## src/logic/tag_irq_pkg.sv

```systemverilog
// Shared constants and types for the tag interrupt flag unit.
// Assumes a single 50 MHz clock and a synchronous active-high reset.
package tag_irq_pkg;

   // ---------------------------------------------------------------
   // Register map (byte addresses on the serial register port)
   // ---------------------------------------------------------------
   localparam logic [15:0] FLAG_LO_ADDR = 16'hFFF8;
   localparam logic [15:0] FLAG_HI_ADDR = 16'hFFF9;
   localparam logic [15:0] ENA_LO_ADDR  = 16'hFFFA;
   localparam logic [15:0] ENA_HI_ADDR  = 16'hFFFB;
   localparam logic [15:0] FLAG_RESET   = 16'h0000;
   localparam logic [15:0] IMPL_MASK    = 16'h01F8;
   localparam logic [7:0]  BYTE_ZERO    = 8'h00;

   // Flag bit positions.
   localparam int BIT_CRC  = 3;
   localparam int BIT_PAR  = 4;
   localparam int BIT_T4   = 5;
   localparam int BIT_FLD  = 6;
   localparam int BIT_ERR  = 7;
   localparam int BIT_PREF = 8;

   // ---------------------------------------------------------------
   // Serial port constants
   // ---------------------------------------------------------------
   // Arbitrary value, chosen only so that the port answers to something.
   localparam logic [6:0] DEV_ADDR   = 7'h28;
   localparam logic [3:0] BYTE_BITS  = 4'h8;
   localparam logic [3:0] CNT_ZERO   = 4'h0;
   localparam logic [1:0] IDX_PTR_HI = 2'h0;
   localparam logic [1:0] IDX_PTR_LO = 2'h1;
   localparam logic [1:0] IDX_DATA   = 2'h2;

   // ---------------------------------------------------------------
   // Types
   // ---------------------------------------------------------------
   typedef struct packed {
      logic crc_done;
      logic parity_err;
      logic t4_request;
      logic field_lost;
      logic tag_select;
      logic generic_error;
      logic prefetch;
   } tag_events_t;

   typedef enum logic [2:0] {
      S_IDLE, S_ADDR, S_ACK_A, S_RX, S_ACK_R, S_TX, S_ACK_T
   } port_state_t;

   typedef struct packed {
      port_state_t st;
      logic [3:0]  cnt;
      logic [7:0]  sh;
      logic        rw;
      logic [1:0]  bidx;
      logic [15:0] ptr;
      logic [15:0] flags;
      logic [15:0] ena;
      logic        seen;
      logic        irq;
      logic        sda_o;
      logic        sda_oe;
      logic        acked;
   } unit_state_t;

   typedef struct packed {
      logic s1;
      logic s2;
      logic s3;
   } sync_state_t;

endpackage

```

## src/logic/tag_interrupt_flag_unit.sv

```systemverilog
// Pending-interrupt flags and enables of the tag, reached over the
// two-wire serial register port, with the interrupt output pin.
// Assumes event inputs are one-cycle pulses on mclk and that scl/sda
// come from pins, asynchronous to mclk.
module tag_interrupt_flag_unit (
   input  wire logic                      mclk,
   input  wire logic                      reset,
   input  wire logic                      scl,
   input  wire logic                      sda_i,
   output logic                           sda_o,
   output logic                           sda_oe,
   input  wire tag_irq_pkg::tag_events_t  events,
   input  wire logic                      parity_mode_en,
   output logic                           irq
);

   tag_irq_pkg::unit_state_t q;
   tag_irq_pkg::unit_state_t d;
   logic        scl_lvl;
   logic        scl_rise;
   logic        scl_fall;
   logic        sda_lvl;
   logic        sda_rise;
   logic        sda_fall;
   logic        wr_en;
   logic [15:0] clr;
   logic [15:0] set;
   logic [15:0] ena_new;
   logic [7:0]  rx_byte;

   // ---------------------------------------------------------------
   // Pin synchronisers
   // ---------------------------------------------------------------
   pin_sync u_scl (
      .mclk  (mclk),
      .reset (reset),
      .pin   (scl),
      .level (scl_lvl),
      .rise  (scl_rise),
      .fall  (scl_fall)
   );

   pin_sync u_sda (
      .mclk  (mclk),
      .reset (reset),
      .pin   (sda_i),
      .level (sda_lvl),
      .rise  (sda_rise),
      .fall  (sda_fall)
   );

   // ---------------------------------------------------------------
   // Register read decode
   // ---------------------------------------------------------------
   // Returns the byte at a register address; unmapped bytes read zero.
   function automatic logic [7:0] rd_byte(input logic [15:0] a,
                                          input logic [15:0] fl,
                                          input logic [15:0] en);
      logic [7:0] r;
      r = tag_irq_pkg::BYTE_ZERO;
      unique case (a)
         tag_irq_pkg::FLAG_LO_ADDR: r = fl[7:0];
         tag_irq_pkg::FLAG_HI_ADDR: r = fl[15:8];
         tag_irq_pkg::ENA_LO_ADDR:  r = en[7:0];
         tag_irq_pkg::ENA_HI_ADDR:  r = en[15:8];
         default:                   r = tag_irq_pkg::BYTE_ZERO;
      endcase
      return r;
   endfunction

   assign rx_byte = q.sh;

   // ---------------------------------------------------------------
   // Next-state logic
   // ---------------------------------------------------------------
   // Serial port state machine, register writes and flag update.
   always_comb begin
      d       = q;
      wr_en   = 1'b0;
      clr     = tag_irq_pkg::FLAG_RESET;
      set     = tag_irq_pkg::FLAG_RESET;
      ena_new = q.ena;
      d.sda_o = 1'b0;

      unique case (q.st)
         tag_irq_pkg::S_IDLE: begin
            d.sda_oe = 1'b0;
         end
         tag_irq_pkg::S_ADDR: begin
            if (scl_rise) begin
               d.sh  = {q.sh[6:0], sda_lvl};
               d.cnt = q.cnt + 4'h1;
            end else if (scl_fall && q.cnt == tag_irq_pkg::BYTE_BITS) begin
               if (q.sh[7:1] == tag_irq_pkg::DEV_ADDR) begin
                  d.rw     = q.sh[0];
                  d.sda_oe = 1'b1;
                  d.st     = tag_irq_pkg::S_ACK_A;
               end else begin
                  d.st = tag_irq_pkg::S_IDLE;
               end
            end
         end
         tag_irq_pkg::S_ACK_A: begin
            if (scl_fall) begin
               d.cnt = tag_irq_pkg::CNT_ZERO;
               if (q.rw) begin
                  d.sh     = rd_byte(q.ptr, q.flags, q.ena);
                  d.sda_oe = ~d.sh[7];
                  d.ptr    = q.ptr + 16'h0001;
                  d.st     = tag_irq_pkg::S_TX;
               end else begin
                  d.sda_oe = 1'b0;
                  d.bidx   = tag_irq_pkg::IDX_PTR_HI;
                  d.st     = tag_irq_pkg::S_RX;
               end
            end
         end
         tag_irq_pkg::S_RX: begin
            if (scl_rise) begin
               d.sh  = {q.sh[6:0], sda_lvl};
               d.cnt = q.cnt + 4'h1;
            end else if (scl_fall && q.cnt == tag_irq_pkg::BYTE_BITS) begin
               d.sda_oe = 1'b1;
               d.st     = tag_irq_pkg::S_ACK_R;
               unique case (q.bidx)
                  tag_irq_pkg::IDX_PTR_HI: begin
                     d.ptr[15:8] = rx_byte;
                     d.bidx      = tag_irq_pkg::IDX_PTR_LO;
                  end
                  tag_irq_pkg::IDX_PTR_LO: begin
                     d.ptr[7:0] = rx_byte;
                     d.bidx     = tag_irq_pkg::IDX_DATA;
                  end
                  default: begin
                     wr_en = 1'b1;
                     d.ptr = q.ptr + 16'h0001;
                  end
               endcase
            end
         end
         tag_irq_pkg::S_ACK_R: begin
            if (scl_fall) begin
               d.sda_oe = 1'b0;
               d.cnt    = tag_irq_pkg::CNT_ZERO;
               d.st     = tag_irq_pkg::S_RX;
            end
         end
         tag_irq_pkg::S_TX: begin
            if (scl_rise) begin
               d.cnt = q.cnt + 4'h1;
            end else if (scl_fall) begin
               if (q.cnt == tag_irq_pkg::BYTE_BITS) begin
                  d.sda_oe = 1'b0;
                  d.st     = tag_irq_pkg::S_ACK_T;
               end else begin
                  d.sh     = {q.sh[6:0], 1'b0};
                  d.sda_oe = ~q.sh[6];
               end
            end
         end
         tag_irq_pkg::S_ACK_T: begin
            if (scl_rise) begin
               d.acked = ~sda_lvl;
            end else if (scl_fall) begin
               d.cnt = tag_irq_pkg::CNT_ZERO;
               if (q.acked) begin
                  d.sh     = rd_byte(q.ptr, q.flags, q.ena);
                  d.sda_oe = ~d.sh[7];
                  d.ptr    = q.ptr + 16'h0001;
                  d.st     = tag_irq_pkg::S_TX;
               end else begin
                  d.st = tag_irq_pkg::S_IDLE;
               end
            end
         end
         default: begin
            d.sda_oe = 1'b0;
            d.st     = tag_irq_pkg::S_IDLE;
         end
      endcase

      // Start and stop conditions override the byte machine.
      if (scl_lvl && sda_fall) begin
         d.st     = tag_irq_pkg::S_ADDR;
         d.cnt    = tag_irq_pkg::CNT_ZERO;
         d.sda_oe = 1'b0;
      end else if (scl_lvl && sda_rise) begin
         d.st     = tag_irq_pkg::S_IDLE;
         d.sda_oe = 1'b0;
      end

      // Data byte writes: ones clear flags, enables take the byte.
      if (wr_en) begin
         unique case (q.ptr)
            tag_irq_pkg::FLAG_LO_ADDR: clr[7:0]     = rx_byte;
            tag_irq_pkg::FLAG_HI_ADDR: clr[15:8]    = rx_byte;
            tag_irq_pkg::ENA_LO_ADDR:  ena_new[7:0] = rx_byte;
            tag_irq_pkg::ENA_HI_ADDR:  ena_new[15:8] = rx_byte;
            default:                   clr = tag_irq_pkg::FLAG_RESET;
         endcase
      end
      d.ena = ena_new & tag_irq_pkg::IMPL_MASK;

      // Source events; sets are ORed after the clear so they win.
      set[tag_irq_pkg::BIT_CRC]  = events.crc_done;
      set[tag_irq_pkg::BIT_PAR]  = events.parity_err & parity_mode_en;
      set[tag_irq_pkg::BIT_T4]   = events.t4_request;
      set[tag_irq_pkg::BIT_FLD]  = events.field_lost & q.seen;
      set[tag_irq_pkg::BIT_ERR]  = events.generic_error;
      set[tag_irq_pkg::BIT_PREF] = events.prefetch;
      d.flags = ((q.flags & ~clr) | set)
                & tag_irq_pkg::IMPL_MASK;

      // Select arms field-removal reporting until the field goes.
      if (events.tag_select) begin
         d.seen = 1'b1;
      end else if (events.field_lost) begin
         d.seen = 1'b0;
      end

      // Interrupt pin follows the enabled flags with no extra delay.
      d.irq = |(d.flags & d.ena);
   end

   // State register.
   always_ff @(posedge mclk) begin
      if (reset) begin
         q       <= '0;
         q.flags <= tag_irq_pkg::FLAG_RESET;
      end else begin
         q <= d;
      end
   end

   assign sda_o  = q.sda_o;
   assign sda_oe = q.sda_oe;
   assign irq    = q.irq;
endmodule

```

## src/logic/pin_sync.sv

```systemverilog
// Two-flop synchroniser with edge detection for one pin.
// Assumes the pin is asynchronous to mclk and much slower than it.
module pin_sync (
   input  wire logic mclk,
   input  wire logic reset,
   input  wire logic pin,
   output logic      level,
   output logic      rise,
   output logic      fall
);

   tag_irq_pkg::sync_state_t q;
   tag_irq_pkg::sync_state_t d;

   // Shift the pin through; only the second and third stages feed logic.
   always_comb begin
      d    = q;
      d.s1 = pin;
      d.s2 = q.s1;
      d.s3 = q.s2;
   end

   always_ff @(posedge mclk) begin
      if (reset) begin
         q <= '{s1: 1'b1, s2: 1'b1, s3: 1'b1};
      end else begin
         q <= d;
      end
   end

   // Level and edges come from the settled stages.
   assign level = q.s2;
   assign rise  = q.s2 & ~q.s3;
   assign fall  = ~q.s2 & q.s3;

endmodule

```

## config.mk

```make
export PLATFORM = sky130hd
export DESIGN_NAME = tag_interrupt_flag_unit
export DESIGN_NICKNAME = d
export VERILOG_FILES = /design/src/logic/tag_irq_pkg.sv /design/src/logic/tag_interrupt_flag_unit.sv /design/src/logic/pin_sync.sv
export SDC_FILE = /design/constraint.sdc
export NUM_CORES = 1
export LEC_CHECK = 0
export BUFFER_PORTS_ARGS = -buffer_cell sky130_fd_sc_hd__buf_2
export CAP_MARGIN = 20
export CELL_PAD_IN_SITES_DETAIL_PLACEMENT = 1
export CELL_PAD_IN_SITES_GLOBAL_PLACEMENT = 1
export CORE_AREA = 5 5 89 91
export DETAILED_ROUTE_END_ITERATION = 10
export DIE_AREA = 0 0 94 96
export PLACE_DENSITY_LB_ADDON = 0.3
export SKIP_CTS_REPAIR_TIMING = 1
export SLEW_MARGIN = 10
export SYNTH_ARGS = -nofsm -noshare
export SYNTH_HDL_FRONTEND = slang
export SYNTH_HIERARCHICAL = 1
export SYNTH_SLANG_ARGS = --single-unit
```

## constraint.sdc

```tcl
create_clock -name mclk -period 2.54 [get_ports mclk]
set_input_delay 0.254 -clock mclk [delete_from_list [all_inputs] [get_ports mclk]]
set_output_delay 0.254 -clock mclk [all_outputs]
set_load 0.005 [all_outputs]
```

# == Yosys cells after proc, flatten, opt, wreduce, memory -nomap -nowiden ==
# Index checks and enable logic that the tools add are counted.
# totals
ff_bits,57
wordCells,187
# classes
eq_ne,46
reduce_logical,25
n_mux,74
addsub,2
bitwise_logic,19
# ops
op,n
two-way mux 8 bit,14
== test 16 bit (second input constant),4
two-way mux 16 bit,4
case mux 8 bit (4 select lines),2
two-way mux 18 bit,3
case mux 16 bit (3 select lines),1
two-way mux 15 bit,3
inequality test 4 bit (second input constant),11
inequality test 2 bit (second input constant),19
AND reduction 12 bit,3
case mux 8 bit (2 select lines),2
two-way mux 3 bit,9
two-way mux 1 bit,24
case mux 3 bit (7 select lines),1
case mux 4 bit (5 select lines),1
AND 9 bit,2
two-way mux 9 bit,2
AND reduction 9 bit,2
adder 16 x 1 -> 16 bit (second input constant),1
OR reduction 16 bit,1
two-way mux 12 bit,1
AND reduction 10 bit,1
== test 3 bit (second input constant),3
inverter 1 bit,9
30 further kinds,43

# == Longest topological paths before layout ==
# Gate-level depths: netlist of the first run.
# depth
depth_word,12
mapped_depth,9

# == By module ==
# Netlist of the first run, hierarchy kept.
# modules_own_cells
mod,n_inst,cells_per_inst,area_each_um2,seq_area_each_um2
tag_interrupt_flag_unit,1,373,2912.8,1001.0
pin_sync,2,8,92.6,60.1

# == Worst setup path after synthesis of the first run ==
# OpenSTA, ideal clock, no wires.
# synth_timing
kind,register -> register
start,reg q[41] (netlist bit)
end,reg q (netlist bit irq)
path_slack_ps,197
path_buffers,1
setup_ps,133
t_required_ps,2407
arrival_time_ps,2210
path_stages_with_launch,8
path_cell_list,dfxtp_1 > nand4_2 > or4_4 > or4_4 > buf_6 > mux2_4 > a22oi_2 > a31oi_1
# synth_between
elab_chain_cells,8
word_cells_on_any_way,15
# synth_lines
element,line_no,text
start: declaration,tag_interrupt_flag_unit.sv:17,tag_irq_pkg::unit_state_t q;
== test 16 bit,tag_interrupt_flag_unit.sv:194,unique case (q.ptr)
two-way mux 8 bit or two-way mux 1 bit (tied branches),tag_interrupt_flag_unit.sv:194,
two-way mux 9 bit,tag_interrupt_flag_unit.sv:193,if (wr_en) begin
inverter 9 bit,tag_interrupt_flag_unit.sv:211,d.flags = ((q.flags & ~clr) | set)
AND 9 bit,tag_interrupt_flag_unit.sv:211,
OR 9 bit,tag_interrupt_flag_unit.sv:211,
AND 9 bit (*),tag_interrupt_flag_unit.sv:222,d.irq = |(d.flags & d.ena);
OR reduction 16 bit (*),tag_interrupt_flag_unit.sv:222,
# Every way passes the cells marked *; elsewhere a longest branch is shown, timed or not.
# A chain may end at the register's enable or synchronous reset.

# == Worst setup path after layout of the first run ==
# layout_timing
start,reg q[44] (netlist bit)
end,reg q (netlist bit irq)
# The elaborated chain is that of the path after synthesis.

==> results of run 1 <==
-- cells by family (layout without fill, tap and decap cells) --
| kind of cell | count (synthesis) | in the layout | synth area share [%] |
|---|---|---|---|
| multiplexers | 14 | 14 | 4.77 |
| AO/OA/AOI/OAI | 115 | 115 | 25.1 |
| flip-flops | 56 | 56 | 36.2 |
| AND/OR/NAND/NOR | 155 | 155 | 25.2 |
| other | 1 | 1 | 0.121 |
| buffers and inverters | 38 | 61 | 4.97 |
| XOR/XNOR | 3 | 3 | 0.848 |
| adder cells (fa/ha/maj) | 7 | 7 | 2.75 |
-- registers in the layout (all words and copies together) (netlist names) --
name	flops
irq	1
q	40
rx_byte	8
sda_oe	1
u_scl/d	1
u_scl/level	1
u_scl/q	1
u_sda/d	1
u_sda/level	1
u_sda/q	1
-- power breakdown --
part | internal, mW | total (mW) | leakage, nW | switching [mW]
Combinational | 0.0451 | 0.108 | 0.800 | 0.0625
Clock | 0.210 | 0.549 | 0.0511 | 0.339
Sequential | 0.894 | 0.904 | 0.455 | 0.0107
-- final cells by class --
class,instances,area [um2],area share (%)
sequential,56,1120,32.3
tap,99,124,3.57
clock buffer,5,68.8,1.98
clock inverter,3,28.8,0.829
inverter,16,60.1,1.73
multi-input combinational,295,1820,52.5
timing repair buffer,37,245,7.07
-- per-layer routing --
layer | up-vias | share of wire (%) | routed length (um)
met5 | - | 0 | 0
li1 | 1464 | - | -
met2 | 34 | 49 | 4310
met1 | 1440 | 48 | 4270
met3 | 8 | 1.6 | 144
met4 | 0 | 1.1 | 98
-- worst register-to-register path: stages, from the launching register on --
cell	delay, ns
dfxtp_1	0.41
nand4_2	0.17
or4_4	0.59
or4_4	0.56
mux2_4	0.33
a22oi_2	0.17
a31oi_1	0.10
-- final timing paths --
check	slack (ns)	end	start	depth (start not counted)
hold / removal	0.10	u_sda/d[1]	sda_i	2
hold reg to reg	0.42	u_sda/level	u_sda/d[1]	1
setup reg to reg	0.07	irq	q[44]	6
setup / recovery	0.07	irq	q[44]	6
-- cells in the final DEF, fill, tap and decap left out, types with 6 or more instances in the layout --
cell and n:
a211oi_1 12, nor3_1 6, buf_4 24, nand3_1 12
a21oi_1 22, ha_1 6, nand2_1 39, nor2_1 41
a22oi_1 14, dfxtp_1 56, mux2i_1 11, nand4_1 10
o21ai_0 27, inv_1 16, buf_2 13, nor4_1 6
nor2b_1 11, or2_1 6
==> impl_metrics.json, run 1 <==
{
  "status": "finished clean",
  "synthArstFlopShare_pct": 0,
  "route.detailed.wl_per_inst_um": 17.3,
  "layout.nets": 429,
  "htreeDepth": 2,
  "final_area_mm2": 0.00347,
  "powerDensity_mw_per_mm2": 450,
  "antenna_found_initial": 0,
  "ys_warn_count": 6,
  "port_buffers": 13,
  "setup.worst_path.start_class": "flip-flop",
  "placed_cell_area_mm2": 0.00337,
  "cp-end-kind": "flip-flop",
  "die_h_um": 96,
  "cts-root-buf": "clkbuf_8",
  "rsz0062_at_grt": "no",
  "numCtsBuffers": 5,
  "top_usage_layer": "met2",
  "path_clk_slew_ns": 0.12,
  "crit_path_cell_trace": "nand4_2 -> or4_4 -> or4_4 -> mux2_4 -> a22oi_2 -> a31oi_1",
  "crit_path_max_incr_delay_ns": 0.59,
  "grt_max_degree": 49,
  "synth_commonest_cells": "dfxtp_1, nor2_1, nand2_1",
  "grt_pass1_vias": 2969,
  "worstSetupPathType": "flip-flop to flip-flop",
  "area.growth.synth_to_final_pct": 12.0,
  "setup_viol": 0,
  "drt-initial-drc-count": 138,
  "setup_slack_ns": 0.0735,
  "insertedDiodeCount": 0,
  "grt_use_met1_pct": 26.2,
  "start_util_pct": 43.9,
  "clkSinkCount": 56,
  "num_rows": 31,
  "die_x_um": 94,
  "synth-seq-cells": 56,
  "cp_top_family": "simple AND/OR/NAND/NOR gates",
  "firstDrtPassIters": 4,
  "crit_path_max_fanout": 5,
  "clock_path_buffers": 2,
  "worstMarginPinSlew_ns": 0.523,
  "fin_crit_sh_pct": 97.1,
  "worstPathRequired_ns": 2.74,
  "via_per_inst": 5.77,
  "gp_congestion": 0.840,
  "skew_ns": 0.0130,
  "clk-insertion-delay-late_ns": 0.32,
  "hold_violations": 0,
  "cpMaxStageDelayCell": "or4_4",
  "crit_buf_inv": 0,
  "yosysMostFrequentCell": "dfxtp_1",
  "synth_ff_type": "dfxtp_1",
  "use_met2_pct": 35.9,
  "die-area_mm2": 0.00902,
  "drc": 0,
  "grt_util_met3_pct": 2.89,
  "min_period_ns": 2.47,
  "synth_edf_count": 0,
  "power_leakage_nw": 1.31,
  "placed_cells": 503,
  "hp-class": "input pin to flip-flop",
  "avgSynthCellArea_um2": 7.96,
  "totalWireLength_um": 8820,
  "postLayoutCoreUtil_pct": 49.2,
  "relSlewSlack_pct": 65.2,
  "ir_worst_vdd_uv": 333,
  "synth_fp_nets": 407,
  "gr-total-overflow": 0,
  "tns_ns": 0,
  "maxCapViolations": 0,
  "synthTopCellsByArea": "dfxtp_1, nor2_1, nand2_1, o21ai_0, a21oi_1",
  "hold_slack_ns": 0.101,
  "worstPathArrival_ns": 2.66,
  "dp_hpwl_um": 6310,
  "drive_above_1_share_pct": 14.3,
  "synth_largest_area_cell": "dfxtp_1",
  "ys_types": 62,
  "final-instance-count-excl-fill": 511,
  "io_pins": 15,
  "core_mm2": 0.00706,
  "grt_pass1_wl_um": 14600,
  "slew_violations": 0,
  "post-place-ws_ns": 0.0802,
  "num_vias": 2946,
  "max_freq_mhz": 405,
  "fillCellCount": 901,
  "synth_top_area_share_pct": 36.2,
  "syn_area_mm2": 0.00310,
  "crit_top_cell": "or4_4",
  "netlist_instances": 389,
  "antenna_left": 0,
  "total_power_mw": 1.56,
  "cts_tree": "yes",
  "seq_area_frac_synth_pct": 36.2,
  "grt_usage_pct": 20.3
}
No activity file was read; power rests on OpenSTA's default activity.
==> inputs of run 2 (changes only) <==
Settings changed: BUFFER_PORTS_ARGS -buffer_cell sky130_fd_sc_hd__buf_2 to -buffer_cell sky130_fd_sc_hd__buf_4, PLACE_DENSITY_LB_ADDON 0.3 to 0.2.
==> impl_metrics.json, run 2 (synthesis gave the netlist of run 1 again) <==
{
  "die-area_mm2": 0.00902,
  "slew_violations": 0,
  "min_period_ns": 2.44,
  "die_h_um": 96,
  "top_register": "q",
  "drive_above_1_share_pct": 15.1,
  "rsz0062_at_grt": "no",
  "antenna_found_initial": 0,
  "num_rows": 31,
  "port_buffers": 13,
  "cts-root-buf": "clkbuf_8",
  "antenna_left": 0,
  "crit_top_cell": "or4_4",
  "worstMarginPinSlew_ns": 0.540,
  "clk-insertion-delay-late_ns": 0.32,
  "tns_ns": 0,
  "grt_pass1_vias": 2972,
  "fillCellCount": 896,
  "cp_top_family": "simple AND/OR/NAND/NOR gates",
  "area.growth.synth_to_final_pct": 13.0,
  "power_leakage_nw": 1.31,
  "gr-total-overflow": 0,
  "final_cell_mix": "dfxtp_1, nor2_1, nand2_1, buf_4, o21ai_0",
  "skew_ns": 0.0155,
  "setup.worst_path.start_class": "flip-flop",
  "core_mm2": 0.00706,
  "maxCapViolations": 0,
  "crit_buf_inv": 0,
  "crit_path_max_fanout": 5,
  "fin_crit_sh_pct": 96.0,
  "die_x_um": 94,
  "layout.nets": 428,
  "setup_viol": 0,
  "crit_path_cell_trace": "nand4_2 -> or4_4 -> or4_4 -> mux2_4 -> a22oi_2 -> a31oi_1",
  "io_pins": 15,
  "firstDrtPassIters": 4,
  "powerDensity_mw_per_mm2": 441,
  "htreeDepth": 2,
  "hold_slack_ns": 0.119,
  "crit_path_max_incr_delay_ns": 0.59,
  "dp_hpwl_um": 6420,
  "cp-end-kind": "flip-flop",
  "worstPathArrival_ns": 2.63,
  "hold_violations": 0,
  "start_util_pct": 43.9,
  "num_vias": 2957,
  "grt_usage_pct": 20.8,
  "totalWireLength_um": 8890,
  "path_clk_slew_ns": 0.11,
  "cpMaxStageDelayCell": "or4_4",
  "clkSinkCount": 56,
  "ir_worst_vdd_uv": 236,
  "drc": 0,
  "worstPathRequired_ns": 2.73,
  "gp_congestion": 0.806,
  "insertedDiodeCount": 0,
  "numCtsBuffers": 5,
  "relSlewSlack_pct": 64.0,
  "largest_register_ffs": 40,
  "final_common_cell": "dfxtp_1",
  "clock_path_buffers": 2,
  "grt_pass1_wl_um": 14800,
  "drt-initial-drc-count": 144,
  "grt_max_degree": 52,
  "worstSetupPathType": "flip-flop to flip-flop",
  "route.detailed.wl_per_inst_um": 17.4,
  "hp-class": "input pin to flip-flop",
  "status": "finished clean",
  "cts_tree": "yes",
  "max_freq_mhz": 410,
  "via_per_inst": 5.80
}
run 2: changes by cell type in the layout (fill, tap and decap cells not counted):
cell and change:
buf_2 -13, buf_4 +12, dfxtp_1 -4, dfxtp_2 +4
clkbuf_8 +1, clkinv_2 +1, inv_6 -1, inv_8 -1
run 2: final cells by class:
cell class	count	area (um2)	area share, %
multi-input combinational	295	1820	52.1
sequential	56	1130	32.2
timing repair buffer	36	270	7.72
tap	99	124	3.54
clock buffer	6	82.6	2.36
inverter	16	60.1	1.72
clock inverter	2	13.8	0.393
run 2: where the power goes:
group / internal, mW / switching [mW]
clock network: 0.224 / 0.303
logic: 0.0496 / 0.0635
registers: 0.893 / 0.0106
total: 1.17 / 0.377
run 2: worst paths after layout:
path              depth (start not counted)  slack, ns           to        from
hold / removal                            2       0.12   u_scl/d[1]         scl
setup / recovery                          6       0.10          irq       q[43]
hold reg to reg                           1       0.42  u_sda/level  u_sda/d[1]
setup reg to reg                          6       0.10          irq       q[43]
run 2: stage by stage:
step / total power [mW] / utilization (%) / std cells / instance area, um2 / setup slack (ns)
CTS: 1.57 / 49.5 / 510 / 3490 / 0.0659
global route: 1.61 / 49.6 / 510 / 3500 / 0.0138
detailed placement: 1.04 / 48.1 / 502 / 3400 / 0.0826
floorplan: 0.994 / - / 389 / 3100 / 0.197
finish: 1.54 / 49.6 / 510 / 3500 / 0.102
global placement: 1.03 / 48.1 / 502 / 3400 / 0.130
run 2: metal layers:
metal | vias up | track usage (%) | wire, um
met4 | 0 | 6.26 | 139
li1 | 1451 | - | -
met2 | 42 | 36.3 | 4490
met5 | - | 0 | 0
met1 | 1449 | 26.9 | 4010
met3 | 15 | 2.58 | 257
